## src/rtl/wkmgr_pkg.sv

```systemverilog
// Package: register map, field layout and filter timing for the wake manager
package wkmgr_pkg;

  // ************************************************************
  // Register offsets (byte addresses, word aligned)
  // ************************************************************
  localparam logic [11:0] OFS_MAIN_CAUSE   = 12'h000;
  localparam logic [11:0] OFS_LIN_EN       = 12'h050;
  localparam logic [11:0] OFS_SENSE_CAUSE  = 12'h084;
  localparam logic [11:0] OFS_P0_CAUSE     = 12'h088;
  localparam logic [11:0] OFS_P1_CAUSE     = 12'h08c;
  localparam logic [11:0] OFS_FILTER       = 12'h0ac;
  localparam logic [11:0] OFS_P0_RISE      = 12'h0d8;
  localparam logic [11:0] OFS_P0_FALL      = 12'h0dc;
  localparam logic [11:0] OFS_P0_CYC       = 12'h0e0;
  localparam logic [11:0] OFS_P1_RISE      = 12'h0e4;
  localparam logic [11:0] OFS_P1_FALL      = 12'h0e8;
  localparam logic [11:0] OFS_P1_CYC       = 12'h0ec;
  localparam logic [11:0] OFS_MODE_CTRL    = 12'h0f0;
  localparam logic [11:0] OFS_FAIL_CAUSE   = 12'h0f4;

  // ************************************************************
  // Field layout and reset values
  // ************************************************************
  localparam int          PIN_N            = 5;
  localparam int          LIN_EN_BIT       = 7;
  localparam int          PORT_FT_HI       = 3;
  localparam int          PORT_FT_LO       = 2;
  localparam int          SENSE_FT_BIT     = 1;
  localparam int          LIN_FT_BIT       = 0;
  localparam int          MAIN_LIN_BIT     = 0;
  localparam int          MAIN_SENSE_BIT   = 1;
  localparam int          MAIN_P0_BIT      = 2;
  localparam int          MAIN_P1_BIT      = 3;
  localparam int          MAIN_CYC_BIT     = 4;
  localparam int          MAIN_FAIL_BIT    = 5;
  localparam int          FAIL_OV_BIT      = 0;
  localparam int          FAIL_SHORT_BIT   = 2;
  localparam logic [7:0]  RST_ZERO         = 8'h00;
  localparam logic [31:0] RD_UNMAPPED      = 32'h0000_0000;

  // ************************************************************
  // Filter times in ns and derived cycle counts at 100 MHz
  // ************************************************************
  localparam int          CLK_PERIOD_NS    = 10;
  localparam int          FT_5US_NS        = 5000;
  localparam int          FT_10US_NS       = 10000;
  localparam int          FT_20US_NS       = 20000;
  localparam int          FT_30US_NS       = 30000;
  localparam int          FT_40US_NS       = 40000;
  localparam int          FT_50US_NS       = 50000;
  localparam int          FT_5US_CYC       = (FT_5US_NS + CLK_PERIOD_NS - 1) / CLK_PERIOD_NS;
  localparam int          FT_10US_CYC      = (FT_10US_NS + CLK_PERIOD_NS - 1) / CLK_PERIOD_NS;
  localparam int          FT_20US_CYC      = (FT_20US_NS + CLK_PERIOD_NS - 1) / CLK_PERIOD_NS;
  localparam int          FT_30US_CYC      = (FT_30US_NS + CLK_PERIOD_NS - 1) / CLK_PERIOD_NS;
  localparam int          FT_40US_CYC      = (FT_40US_NS + CLK_PERIOD_NS - 1) / CLK_PERIOD_NS;
  localparam int          FT_50US_CYC      = (FT_50US_NS + CLK_PERIOD_NS - 1) / CLK_PERIOD_NS;
  localparam int          CNT_W            = 13;

  // ************************************************************
  // Types
  // ************************************************************
  typedef enum logic [1:0] {
    WKMGR_ACTIVE,
    WKMGR_STOP,
    WKMGR_SLEEP
  } wkmgr_mode_e;

  typedef struct packed {
    logic [PIN_N-1:0] rise;
    logic [PIN_N-1:0] fall;
    logic [PIN_N-1:0] cyc;
  } wkmgr_portcfg_s;

endpackage : wkmgr_pkg

```

## src/rtl/wkmgr_top.sv

```systemverilog
// Wake manager: wake source filtering, mode gating, cause registers
//
// Added by the designer: the strobed register port.
`timescale 1ns/10ps
module wkmgr_top (
  input  wire logic                          ref_clk_in,
  input  wire logic                          reset_in,
  input  wire logic                          reset_class2_in,
  input  wire logic                          reset_class3_in,
  input  wire logic [11:0]                   addr_in,
  input  wire logic [31:0]                   wdata_in,
  input  wire logic                          wr_in,
  input  wire logic                          rd_in,
  output logic      [31:0]                   rdata_out,
  input  wire logic [wkmgr_pkg::PIN_N-1:0]   p0_pin_in,
  input  wire logic [wkmgr_pkg::PIN_N-1:0]   p1_pin_in,
  input  wire logic                          lin_wake_in,
  input  wire logic                          hv_sense_in,
  input  wire logic                          hv_sense_rise_sel_in,
  input  wire logic                          reset_pin_n_in,
  input  wire logic                          supply_ov_in,
  input  wire logic                          supply_short_in,
  input  wire logic                          supply_on_in,
  input  wire logic                          cyclic_wake_in,
  output logic                               wake_req_out,
  output logic                               wake_mode_stop_out
);

  // ************************************************************
  // Input synchronisers (two flops before any logic)
  // ************************************************************
  localparam int SN = 2 * wkmgr_pkg::PIN_N + 8;
  logic [SN-1:0] meta_r;
  logic [SN-1:0] sync_r;
  always_ff @(posedge ref_clk_in or posedge reset_in) begin
    if (reset_in) begin
      meta_r <= '0;
      sync_r <= '0;
    end else begin
      meta_r <= {p1_pin_in, p0_pin_in, lin_wake_in, hv_sense_in, hv_sense_rise_sel_in,
                 ~reset_pin_n_in, supply_ov_in, supply_short_in, supply_on_in,
                 cyclic_wake_in};
      sync_r <= meta_r;
    end
  end
  wire [wkmgr_pkg::PIN_N-1:0] p1_s      = sync_r[SN-1 -: wkmgr_pkg::PIN_N];
  wire [wkmgr_pkg::PIN_N-1:0] p0_s      = sync_r[8 +: wkmgr_pkg::PIN_N];
  wire                        lin_s     = sync_r[7];
  wire                        sense_s   = sync_r[6];
  wire                        sense_rs  = sync_r[5];
  wire                        rstpin_s  = sync_r[4];
  wire                        ov_s      = sync_r[3];
  wire                        short_s   = sync_r[2];
  wire                        supon_s   = sync_r[1];
  wire                        cyc_s     = sync_r[0];

  // ************************************************************
  // Configuration registers
  // ************************************************************
  wkmgr_pkg::wkmgr_portcfg_s p0_cfg_r;
  wkmgr_pkg::wkmgr_portcfg_s p1_cfg_r;
  logic [3:0]                filt_r;
  logic                      lin_en_r;
  wkmgr_pkg::wkmgr_mode_e    mode_r;

  wire wr_p0r  = wr_in && (addr_in == wkmgr_pkg::OFS_P0_RISE);
  wire wr_p0f  = wr_in && (addr_in == wkmgr_pkg::OFS_P0_FALL);
  wire wr_p0c  = wr_in && (addr_in == wkmgr_pkg::OFS_P0_CYC);
  wire wr_p1r  = wr_in && (addr_in == wkmgr_pkg::OFS_P1_RISE);
  wire wr_p1f  = wr_in && (addr_in == wkmgr_pkg::OFS_P1_FALL);
  wire wr_p1c  = wr_in && (addr_in == wkmgr_pkg::OFS_P1_CYC);
  wire wr_flt  = wr_in && (addr_in == wkmgr_pkg::OFS_FILTER);
  wire wr_lin  = wr_in && (addr_in == wkmgr_pkg::OFS_LIN_EN);
  wire wr_mode = wr_in && (addr_in == wkmgr_pkg::OFS_MODE_CTRL);
  wire [4:0] wpin = wdata_in[wkmgr_pkg::PIN_N-1:0];

  // Third reset class clears port configuration only
  always_ff @(posedge ref_clk_in or posedge reset_class3_in) begin
    if (reset_class3_in) begin
      p0_cfg_r <= '0;
      p1_cfg_r <= '0;
    end else begin
      if (wr_p0r) p0_cfg_r.rise <= wpin;
      if (wr_p0f) p0_cfg_r.fall <= wpin;
      if (wr_p0c) p0_cfg_r.cyc  <= wpin;
      if (wr_p1r) p1_cfg_r.rise <= wpin;
      if (wr_p1f) p1_cfg_r.fall <= wpin;
      if (wr_p1c) p1_cfg_r.cyc  <= wpin;
    end
  end

  // Second reset class clears filter timing and LIN enable
  always_ff @(posedge ref_clk_in or posedge reset_class2_in) begin
    if (reset_class2_in) begin
      filt_r   <= wkmgr_pkg::RST_ZERO[3:0];
      lin_en_r <= 1'b0;
    end else begin
      if (wr_flt) filt_r <= wdata_in[3:0];
      if (wr_lin) lin_en_r <= wdata_in[wkmgr_pkg::LIN_EN_BIT];
    end
  end

  // ************************************************************
  // Filter time selection
  // ************************************************************
  function automatic logic [wkmgr_pkg::CNT_W-1:0] cyc_of(input int n);
    cyc_of = n[wkmgr_pkg::CNT_W-1:0];
  endfunction : cyc_of

  wire [1:0] port_ft = filt_r[wkmgr_pkg::PORT_FT_HI:wkmgr_pkg::PORT_FT_LO];
  wire [wkmgr_pkg::CNT_W-1:0] port_lim =
      (port_ft == 2'b00) ? cyc_of(wkmgr_pkg::FT_10US_CYC) :
      (port_ft == 2'b01) ? cyc_of(wkmgr_pkg::FT_20US_CYC) :
      (port_ft == 2'b10) ? cyc_of(wkmgr_pkg::FT_40US_CYC) :
                           cyc_of(wkmgr_pkg::FT_5US_CYC);
  wire [wkmgr_pkg::CNT_W-1:0] sense_lim = filt_r[wkmgr_pkg::SENSE_FT_BIT] ?
      cyc_of(wkmgr_pkg::FT_40US_CYC) : cyc_of(wkmgr_pkg::FT_20US_CYC);
  wire [wkmgr_pkg::CNT_W-1:0] lin_lim = filt_r[wkmgr_pkg::LIN_FT_BIT] ?
      cyc_of(wkmgr_pkg::FT_50US_CYC) : cyc_of(wkmgr_pkg::FT_30US_CYC);

  // ************************************************************
  // Filters: ten port pins, sense input, LIN
  // ************************************************************
  localparam int FN = 2 * wkmgr_pkg::PIN_N + 2;
  wire [FN-1:0] f_raw = {lin_s, sense_s, p1_s, p0_s};
  logic [FN-1:0] f_lvl;
  logic [FN-1:0] f_rise;
  logic [FN-1:0] f_fall;
  genvar gi;
  generate
    for (gi = 0; gi < FN; gi++) begin : g_flt
      wkmgr_filter u_flt (
        .ref_clk_in (ref_clk_in),
        .reset_in   (reset_in),
        .raw_in     (f_raw[gi]),
        .limit_in   ((gi == FN-1) ? lin_lim : (gi == FN-2) ? sense_lim : port_lim),
        .level_out  (f_lvl[gi]),
        .rise_out   (f_rise[gi]),
        .fall_out   (f_fall[gi])
      );
    end
  endgenerate

  // ************************************************************
  // Wake qualification
  // ************************************************************
  // Port 2 has no input here at all, so it can never wake the block
  wire in_stop  = (mode_r == wkmgr_pkg::WKMGR_STOP);
  wire in_sleep = (mode_r == wkmgr_pkg::WKMGR_SLEEP);
  wire in_low   = in_stop || in_sleep;

  function automatic logic [4:0] port_hit(input wkmgr_pkg::wkmgr_portcfg_s c,
                                          input logic [4:0] r, input logic [4:0] f,
                                          input logic son);
    port_hit = ((r & c.rise) | (f & c.fall))
             & (~c.cyc | {5{son}});
  endfunction : port_hit

  wire [4:0] p0_hit = in_stop ? port_hit(p0_cfg_r, f_rise[4:0], f_fall[4:0], supon_s)
                              : 5'b0_0000;
  wire [4:0] p1_hit = in_stop ? port_hit(p1_cfg_r, f_rise[9:5], f_fall[9:5], supon_s)
                              : 5'b0_0000;
  wire sense_hit = in_low && (sense_rs ? f_rise[10] : f_fall[10]);
  wire lin_hit   = in_low && lin_en_r && f_rise[11];
  wire rst_hit   = in_stop && rstpin_s;
  wire fail_hit  = in_stop && (ov_s || short_s);
  wire cyc_hit   = in_low && cyc_s;
  wire any_hit   = (|p0_hit) || (|p1_hit) || sense_hit || lin_hit || rst_hit
                 || fail_hit || cyc_hit;

  // ************************************************************
  // Cause flags (clear on read, set wins)
  // ************************************************************
  logic [4:0] p0_cause_r;
  logic [4:0] p1_cause_r;
  logic       sense_cause_r;
  logic       lin_cause_r;
  logic       cyc_cause_r;
  logic [1:0] fail_cause_r;
  wire rd_main  = rd_in && (addr_in == wkmgr_pkg::OFS_MAIN_CAUSE);
  wire rd_sense = rd_in && (addr_in == wkmgr_pkg::OFS_SENSE_CAUSE);
  wire rd_p0    = rd_in && (addr_in == wkmgr_pkg::OFS_P0_CAUSE);
  wire rd_p1    = rd_in && (addr_in == wkmgr_pkg::OFS_P1_CAUSE);
  wire rd_fail  = rd_in && (addr_in == wkmgr_pkg::OFS_FAIL_CAUSE);

  always_ff @(posedge ref_clk_in or posedge reset_in) begin
    if (reset_in) begin
      p0_cause_r    <= '0;
      p1_cause_r    <= '0;
      sense_cause_r <= 1'b0;
      lin_cause_r   <= 1'b0;
      cyc_cause_r   <= 1'b0;
      fail_cause_r  <= '0;
    end else begin
      p0_cause_r    <= p0_hit | (rd_p0 ? 5'b0_0000 : p0_cause_r);
      p1_cause_r    <= p1_hit | (rd_p1 ? 5'b0_0000 : p1_cause_r);
      sense_cause_r <= sense_hit || (!rd_sense && sense_cause_r);
      lin_cause_r   <= lin_hit || (!rd_main && lin_cause_r);
      cyc_cause_r   <= cyc_hit || (!rd_main && cyc_cause_r);
      fail_cause_r  <= {fail_hit && short_s, fail_hit && ov_s}
                     | (rd_fail ? 2'b00 : fail_cause_r);
    end
  end

  // ************************************************************
  // Mode control and startup request
  // ************************************************************
  // Request follows the flags by one cycle, so causes are visible first
  logic any_hit_r;
  logic wake_req_r;
  always_ff @(posedge ref_clk_in or posedge reset_in) begin
    if (reset_in) begin
      mode_r     <= wkmgr_pkg::WKMGR_ACTIVE;
      any_hit_r  <= 1'b0;
      wake_req_r <= 1'b0;
    end else begin
      any_hit_r  <= any_hit;
      wake_req_r <= any_hit_r;
      case (mode_r)
        wkmgr_pkg::WKMGR_ACTIVE: begin
          if (wr_mode && wdata_in[1:0] == 2'b01) mode_r <= wkmgr_pkg::WKMGR_STOP;
          else if (wr_mode && wdata_in[1:0] == 2'b10) mode_r <= wkmgr_pkg::WKMGR_SLEEP;
        end
        default: begin
          if (any_hit) mode_r <= wkmgr_pkg::WKMGR_ACTIVE;
        end
      endcase
    end
  end

  // ************************************************************
  // Read data
  // ************************************************************
  wire [7:0] main_val = {2'b00, |fail_cause_r, cyc_cause_r, |p1_cause_r, |p0_cause_r,
                         sense_cause_r, lin_cause_r};
  wire [31:0] rd_val =
      (addr_in == wkmgr_pkg::OFS_MAIN_CAUSE)  ? {24'h00_0000, main_val} :
      (addr_in == wkmgr_pkg::OFS_LIN_EN)      ? {24'h00_0000, lin_en_r, 7'h00} :
      (addr_in == wkmgr_pkg::OFS_SENSE_CAUSE) ? {31'h0000_0000, sense_cause_r} :
      (addr_in == wkmgr_pkg::OFS_P0_CAUSE)    ? {27'h000_0000, p0_cause_r} :
      (addr_in == wkmgr_pkg::OFS_P1_CAUSE)    ? {27'h000_0000, p1_cause_r} :
      (addr_in == wkmgr_pkg::OFS_FILTER)      ? {28'h000_0000, filt_r} :
      (addr_in == wkmgr_pkg::OFS_P0_RISE)     ? {27'h000_0000, p0_cfg_r.rise} :
      (addr_in == wkmgr_pkg::OFS_P0_FALL)     ? {27'h000_0000, p0_cfg_r.fall} :
      (addr_in == wkmgr_pkg::OFS_P0_CYC)      ? {27'h000_0000, p0_cfg_r.cyc} :
      (addr_in == wkmgr_pkg::OFS_P1_RISE)     ? {27'h000_0000, p1_cfg_r.rise} :
      (addr_in == wkmgr_pkg::OFS_P1_FALL)     ? {27'h000_0000, p1_cfg_r.fall} :
      (addr_in == wkmgr_pkg::OFS_P1_CYC)      ? {27'h000_0000, p1_cfg_r.cyc} :
      (addr_in == wkmgr_pkg::OFS_MODE_CTRL)   ? {30'h0000_0000, mode_r} :
      (addr_in == wkmgr_pkg::OFS_FAIL_CAUSE)  ? {29'h0000_0000, fail_cause_r[1], 1'b0,
                                                 fail_cause_r[0]} :
      wkmgr_pkg::RD_UNMAPPED;

  logic [31:0] rdata_r;
  logic        stop_r;
  always_ff @(posedge ref_clk_in or posedge reset_in) begin
    if (reset_in) begin
      rdata_r <= '0;
      stop_r  <= 1'b0;
    end else begin
      rdata_r <= rd_in ? rd_val : 32'h0000_0000;
      stop_r  <= in_stop;
    end
  end
  assign rdata_out          = rdata_r;
  assign wake_req_out       = wake_req_r;
  assign wake_mode_stop_out = stop_r;

  // ************************************************************
  // Assertions
  // ************************************************************
  property p_sleep_no_port;
    @(posedge ref_clk_in) disable iff (reset_in) in_sleep |-> (p0_hit == 5'b0_0000);
  endproperty
  a_sleep_no_port: assert property (p_sleep_no_port) else $error("port wake in sleep");

  property p_rst_stop_only;
    @(posedge ref_clk_in) disable iff (reset_in) rst_hit |-> !in_sleep && in_stop;
  endproperty
  a_rst_stop_only: assert property (p_rst_stop_only) else $error("reset pin wake bad mode");

  property p_fail_wakes;
    @(posedge ref_clk_in) disable iff (reset_in)
      (in_stop && ov_s) |=> (mode_r == wkmgr_pkg::WKMGR_ACTIVE) ##1 wake_req_r;
  endproperty
  a_fail_wakes: assert property (p_fail_wakes) else $error("supply fault no wake");

  property p_req_after_flag;
    @(posedge ref_clk_in) disable iff (reset_in) (lin_hit || sense_hit) |-> ##2 wake_req_r;
  endproperty
  a_req_after_flag: assert property (p_req_after_flag) else $error("no startup request");

  property p_rc_clear;
    @(posedge ref_clk_in) disable iff (reset_in)
      (rd_p0 && p0_hit == 5'b0_0000) |=> (p0_cause_r == 5'b0_0000);
  endproperty
  a_rc_clear: assert property (p_rc_clear) else $error("cause not cleared on read");

  property p_set_wins;
    @(posedge ref_clk_in) disable iff (reset_in) (rd_sense && sense_hit) |=> sense_cause_r;
  endproperty
  a_set_wins: assert property (p_set_wins) else $error("event lost on read");

  property p_summary_or;
    @(posedge ref_clk_in) disable iff (reset_in)
      rd_main |=> rdata_r[wkmgr_pkg::MAIN_P1_BIT] == $past(|p1_cause_r);
  endproperty
  a_summary_or: assert property (p_summary_or) else $error("summary flag wrong");

  property p_cyc_gate;
    @(posedge ref_clk_in) disable iff (reset_in)
      (!supon_s && p0_cfg_r.cyc[0]) |-> !p0_hit[0];
  endproperty
  a_cyc_gate: assert property (p_cyc_gate) else $error("cyclic pin woke without supply");

  property p_lin_off;
    @(posedge ref_clk_in) disable iff (reset_in) !lin_en_r |-> !lin_hit;
  endproperty
  a_lin_off: assert property (p_lin_off) else $error("disabled LIN woke");

  property p_reserved_zero;
    @(posedge ref_clk_in) disable iff (reset_in)
      $past(rd_in && addr_in == wkmgr_pkg::OFS_P0_RISE) |-> rdata_r[7:5] == 3'b000;
  endproperty
  a_reserved_zero: assert property (p_reserved_zero) else $error("reserved bits set");

  c_port_wake:  cover property (@(posedge ref_clk_in) |p0_hit);
  c_sense_wake: cover property (@(posedge ref_clk_in) sense_hit && in_sleep);
  c_lin_wake:   cover property (@(posedge ref_clk_in) lin_hit);
  c_fail_wake:  cover property (@(posedge ref_clk_in) fail_hit);

endmodule : wkmgr_top

```

## src/rtl/wkmgr_filter.sv

```systemverilog
// Glitch filter: a new level is taken only after it stays stable for the limit
`timescale 1ns/10ps
module wkmgr_filter (
  input  wire logic                          ref_clk_in,
  input  wire logic                          reset_in,
  input  wire logic                          raw_in,
  input  wire logic [wkmgr_pkg::CNT_W-1:0]   limit_in,
  output logic                               level_out,
  output logic                               rise_out,
  output logic                               fall_out
);

  logic [wkmgr_pkg::CNT_W-1:0] cnt_r;
  logic                        level_r;
  logic                        rise_r;
  logic                        fall_r;
  wire                         differs = (raw_in != level_r);
  wire                         done    = differs && (cnt_r >= limit_in - 1'b1);

  // ************************************************************
  // Stability counter
  // ************************************************************
  // Counter restarts on any bounce, so short pulses never reach the limit
  always_ff @(posedge ref_clk_in or posedge reset_in) begin
    if (reset_in) begin
      cnt_r   <= '0;
      level_r <= 1'b0;
      rise_r  <= 1'b0;
      fall_r  <= 1'b0;
    end else begin
      cnt_r   <= (differs && !done) ? cnt_r + 1'b1 : '0;
      level_r <= done ? raw_in : level_r;
      rise_r  <= done && raw_in;
      fall_r  <= done && !raw_in;
    end
  end

  assign level_out = level_r;
  assign rise_out  = rise_r;
  assign fall_out  = fall_r;

endmodule : wkmgr_filter

```

## config.mk

```make
export PLATFORM = sky130hd
export DESIGN_NAME = wkmgr_top
export DESIGN_NICKNAME = d
export VERILOG_FILES = /design/src/rtl/wkmgr_pkg.sv /design/src/rtl/wkmgr_top.sv /design/src/rtl/wkmgr_filter.sv
export SDC_FILE = /design/constraint.sdc
export NUM_CORES = 1
export LEC_CHECK = 0
export ABC_AREA = 0
export ABC_CLOCK_PERIOD_IN_PS = 10300
export BUFFER_PORTS_ARGS = -buffer_cell sky130_fd_sc_hd__buf_2
export CORE_MARGIN = 2
export CORE_UTILIZATION = 30
export CTS_BUF_LIST = sky130_fd_sc_hd__clkbuf_4 sky130_fd_sc_hd__clkbuf_8 sky130_fd_sc_hd__clkbuf_16
export DETAILED_ROUTE_END_ITERATION = 12
export GPL_TIMING_DRIVEN = 1
export PLACE_DENSITY_LB_ADDON = 0.08
export SLEW_MARGIN = 25
export SYNTH_ARGS = -nofsm -noshare
export SYNTH_HDL_FRONTEND = slang
export SYNTH_SLANG_ARGS = --single-unit
```

## constraint.sdc

```tcl
create_clock -name ref_clk_in -period 10.3 [get_ports ref_clk_in]
set_input_delay 3.09 -clock ref_clk_in [delete_from_list [all_inputs] [get_ports ref_clk_in]]
set_output_delay 3.09 -clock ref_clk_in [all_outputs]
set_load 0.005 [all_outputs]
```

# Yosys cells after proc, flatten, opt, wreduce, memory -nomap -nowiden
# Cells that the tools add are included.
# totals
register_bits	290
input_bits	68
out_inout_bits	34
word_cells	305
# classes
addsub	15
n_lt_le_gt_ge	12
eq_ne	32
muxes	42
bitwise	16
reduce_logical	120
# op_table
operator	n
13-bit two-way mux	13
13-bit by 1-bit adder with 13-bit output, second input constant	12
13-bit greater-or-equal comparator	12
12-bit by 8-bit == test with 1-bit output, second input constant	12
1-bit logical AND	74
5-bit two-way mux	14
12-bit two-way mux	4
5-bit AND	6
5-bit OR	6
12-bit by 1-bit subtractor with 13-bit output, second input constant	2
1-bit logical NOT	25
8-bit two-way mux	3
5-bit OR reduction	4
13-bit by 1-bit subtractor with 13-bit output, second input constant	1
12-bit by 7-bit == test with 1-bit output, second input constant	1
12-bit logical NOT	1
1-bit inequality test	12
1-bit logical OR	11
2-bit two-way mux	5
5-bit inverter	2
2-bit by 1-bit == test with 1-bit output, second input constant	3
2-bit == test, second input constant	3
3-bit two-way mux	2
2-bit logical NOT	2
other kinds (7)	7

# Depth between registers and ports, before layout
# depth
depth_word	16
depth_mapped	12

# By module
# Synthesis repeated with hierarchy kept, for this count alone.
# unflattened
cells_unflattened	1922
hier_area_um2	18816.8
# by_module_without_submodules
mod	n_inst	cells_each	area_per_inst_um2
wkmgr_filter (g_flt[10].u_flt ...)	9	127	1182.4
wkmgr_top	1	391	4453.0
wkmgr_filter (g_flt[0].u_flt ...)	2	130	1242.4
wkmgr_filter (g_flt[4].u_flt)	1	128	1237.4

# Worst setup path before layout
# Ideal clock, no wire load.
# synth_timing
path_type	in2reg
from	input addr_in[1]
to	register p0_cfg_r[0] (netlist bit)
arrival_time_ns	4.512
setup_slack_ns	5.663
cell_stages	5
path_buffers	0
cell_sequence	nor4_2 -> nor3b_4 -> nand3_4 -> nor3_4 -> mux2_2
# synth_between
elab_chain_len	2
# synth_rtl
item	line_no	rtl
start: declaration	wkmgr_top.sv:10	input wire logic [11:0] addr_in,
12-bit by 8-bit == test with 1-bit output	wkmgr_top.sv:68	wire wr_p0c = wr_in && (addr_in == wkmgr_pkg::OFS_P0_CYC);
1-bit logical AND	wkmgr_top.sv:68	
end: declaration	wkmgr_top.sv:60	wkmgr_pkg::wkmgr_portcfg_s p0_cfg_r;
# No other way between the ends.
# A chain may end at the register's enable or synchronous reset.

# Worst setup path after layout
# layout_timing
from	input addr_in[2]
to	register p0_cfg_r[8] (netlist bit)
# layout_between
elab_chain_len	2
# layout_rtl
item	line_no	rtl
12-bit by 8-bit == test with 1-bit output	wkmgr_top.sv:67	wire wr_p0f = wr_in && (addr_in == wkmgr_pkg::OFS_P0_FALL);
1-bit logical AND	wkmgr_top.sv:67	
# No other way between the ends.

==> impl_metrics.tcl <==
set metrics [dict create \
    status "complete, no violations" \
    place_congestion 0.831 \
    finalSetupTns_ns 0 \
    seqPwrFrac_pct 42.9 \
    ff2ff_path_depth 10 \
    vias_per_cell 4.80 \
    p_comb_share_pct 4.0 \
    p_int_mw 2.11 \
    clkPwrFrac_pct 53.1 \
    r2r_slack_ns 6.29 \
    place_area_um2 15900 \
    area_growth_pct 15.6 \
    clk_pin_slew_worst_paths_ns 0.06 \
    cts_hold_buf 0 \
    grt.total_usage_pct 15.1 \
    tightestPinTransition_ns 0.971 \
    sw_frac_of_total_pct 23.2 \
    die_width_um 227 \
    placedCellCount 2096 \
    vias 10400 \
    drc 0 \
    path_class "input port to flip-flop" \
    rsz0062_at_grt "false" \
    endpoint_kind "flip-flop" \
    grt_pass1_vias 10900 \
    startpoint "addr_in[2]" \
    cts_tree "built" \
    dr.first_iter.drc_count 596 \
    powerDensity_nw_per_um2 159 \
    period_share_pct 47.2 \
    antenna_found_initial 0 \
    cts_setup_buffers 0 \
    die_h_um 227 \
    vdd_ir_drop_max_uv 102 \
    slew_viol_final 0 \
    row_count 81 \
    r2r_start "filt_r[2]" \
    synthArstFlopShare_pct 100 \
    synth_cells 1403 \
    layout-drive-gt1-share_pct 13.3 \
    hold_violations 0 \
    ys_types 66 \
    leakagePower_nw 8.27 \
    layout.cells.non_filler 2169 \
    period_needed_ns 4.86 \
    max_freq_ghz 0.206 \
    initial_core_util_pct 30.5 \
    hold_start "meta_r[14]" \
    layout.nets 1655 \
    cts_made_buffers 39 \
    hp-class "flip-flop to flip-flop" \
    die_area_um2 51600 \
    ctsHtreeMaxLevel 2 \
    ys_ff_latch 289 \
    gr-total-overflow 0 \
    syn-cell-area_um2 15000 \
    slew_headroom_pct 35.1 \
    start_kind "input port" \
    drv_cap 0 \
    synth-main-ff-cell "dfrtp_1" \
    grt_max_degree 99 \
    crit_arrival_ns 5.29 \
    grt_pass1_wl_um 61200 \
    fp.coreArea_um2 49100 \
    synth_edf_count 0 \
    cts-resized-gates 0 \
    avgSynthCellArea_um2 10.7 \
    fin_skew_ns 0.0266 \
    switchingPower_mw 0.636 \
    setup_viol 0 \
    clkLatencyLatePin_ns 0.55 \
    post_drt_wl_per_cell_um 17.3 \
    cts_buffer_depth 3 \
    endpoint "p0_cfg_r[8]" \
    cts_root_buf "clkbuf_16" \
    place_hpwl_um 24900 \
    wirelength_um 37400 \
    p_total_mw 2.74 \
    drt-pass1-iter-count 5 \
    cts_sinks 289 \
    port_buffers 50 \
    ys_seq_area_share_pct 48.4 \
    fin_area_um2 17300 \
    ant_nets 0 \
    yosysWarnings 0 \
    cp.required_ns 10.73 \
    ios 102 \
    timing.rr.end "g_flt[8].u_flt.cnt_r[10]" \
    cp_max_fo 29 \
]
==> layer usage <==
layer	track usage, %	routed length (µm)
met1	21.3	18400
met2	23.7	16700
met3	2.93	1460
met4	4.22	817
met5	0	0
==> metrics by stage <==
stage          setup slack [ns]  hold WS (ns)  util, %
6_report                   5.44         0.331     35.3
5_1_grt                    5.33         0.356     35.2
4_1_cts                    5.47         0.337     35.2
3_5_place_dp               4.88         0.335     32.4
3_3_place_gp               4.87         0.332     32.4
2_1_floorplan             0.225         0.331        -
==> synth_stat cells (all sizes together), types with 9 or more instances <==
master	number	area, µm²
dfrtp	289	7230
nor2	188	728
ha	114	1430
xor2	107	937
nand3	90	463
nand2	81	304
and3	59	369
mux2	44	495
buf	39	259
xnor2	38	333
a21oi	36	191
nand4	36	225
o21ai	28	140
inv	26	97.6
nor3b	22	176
a21o	16	120
a22oi	15	113
clkbuf	14	53.8
a22o	13	114
o31ai	12	90.1
a211o	10	87.6
a31oi	10	62.6
nor2b	9	56.3
nor3	9	61.3
==> cells by family after synthesis <==
| group | synth area share (%) |
|---|---|
| compound gates | 8.93 |
| xor+xnor | 8.49 |
| fa+ha+maj | 9.54 |
| buf+inv | 2.74 |
| flops | 48.4 |
| mux | 3.90 |
| other cells | 0.0251 |
| simple gates | 18.0 |
==> placed cells by master, fill, tap and decap left out, drive strengths merged, types with 16 or more instances in the layout <==
cell type | Yosys | routed
xnor2 | 38 | 38
clkbuf | 14 | 51
buf | 39 | 58
and3 | 59 | 59
a21oi | 36 | 36
xor2 | 107 | 107
nand4 | 36 | 36
dfrtp | 289 | 289
o21ai | 28 | 28
nand2 | 81 | 81
nor3b | 22 | 22
a21o | 16 | 16
mux2 | 44 | 44
inv | 26 | 28
ha | 114 | 114
conb | 1 | 25
nand3 | 90 | 90
nor2 | 188 | 188
==> power by group through the flow <==
stage / clock network, mW / logic, mW / registers, mW
after detailed placement: 0 / 0.113 / 1.20
final: 1.46 / 0.109 / 1.18
after global placement: 0 / 0.112 / 1.20
after CTS: 1.52 / 0.113 / 1.18
after global routing: 1.56 / 0.127 / 1.18
after floorplan: 0 / 0.0808 / 1.19
==> worst max-delay path: stages <==
cell and delay [ns]:
buf_2 0.50, nand2_1 0.38, nor2_1 0.47, and3_1 0.45
mux2_2 0.38
==> registers in the layout (all words and copies together) (netlist names), 2 cells and up <==
name                   flops
filt_r                     4
fail_cause_r               2
g_flt.u_flt.rise_out      12
rdata_out                  7
sync_r                    18
g_flt.u_flt.cnt_r        156
p1_cause_r                 5
mode_r                     2
p0_cfg_r                  15
p0_cause_r                 5
g_flt.u_flt.level_out     12
g_flt.u_flt.fall_out      11
p1_cfg_r                  15
meta_r                    18
==> cell type report <==
type | count | area (µm²)
Multi-Input combinational cell | 1059 | 7410
Inverter | 26 | 105
Antenna cell | 1 | 2.50
Tap cell | 664 | 831
Timing Repair Buffer | 58 | 310
Clock buffer | 51 | 1110
Fill cell | 4946 | 31800
Clock inverter | 21 | 288
Sequential cell | 289 | 7230
==> worst min-delay path by stage <==
stage,end,slack [ns],depth (start not counted)
2_1_floorplan,sync_r[0],0.33,0
3_3_place_gp,sync_r[6],0.33,0
3_5_place_dp,sync_r[5],0.33,0
4_1_cts,sync_r[14],0.34,0
5_1_grt,sync_r[10],0.36,0
6_report,sync_r[14],0.33,0
Power figures use the tool's default switching activity.
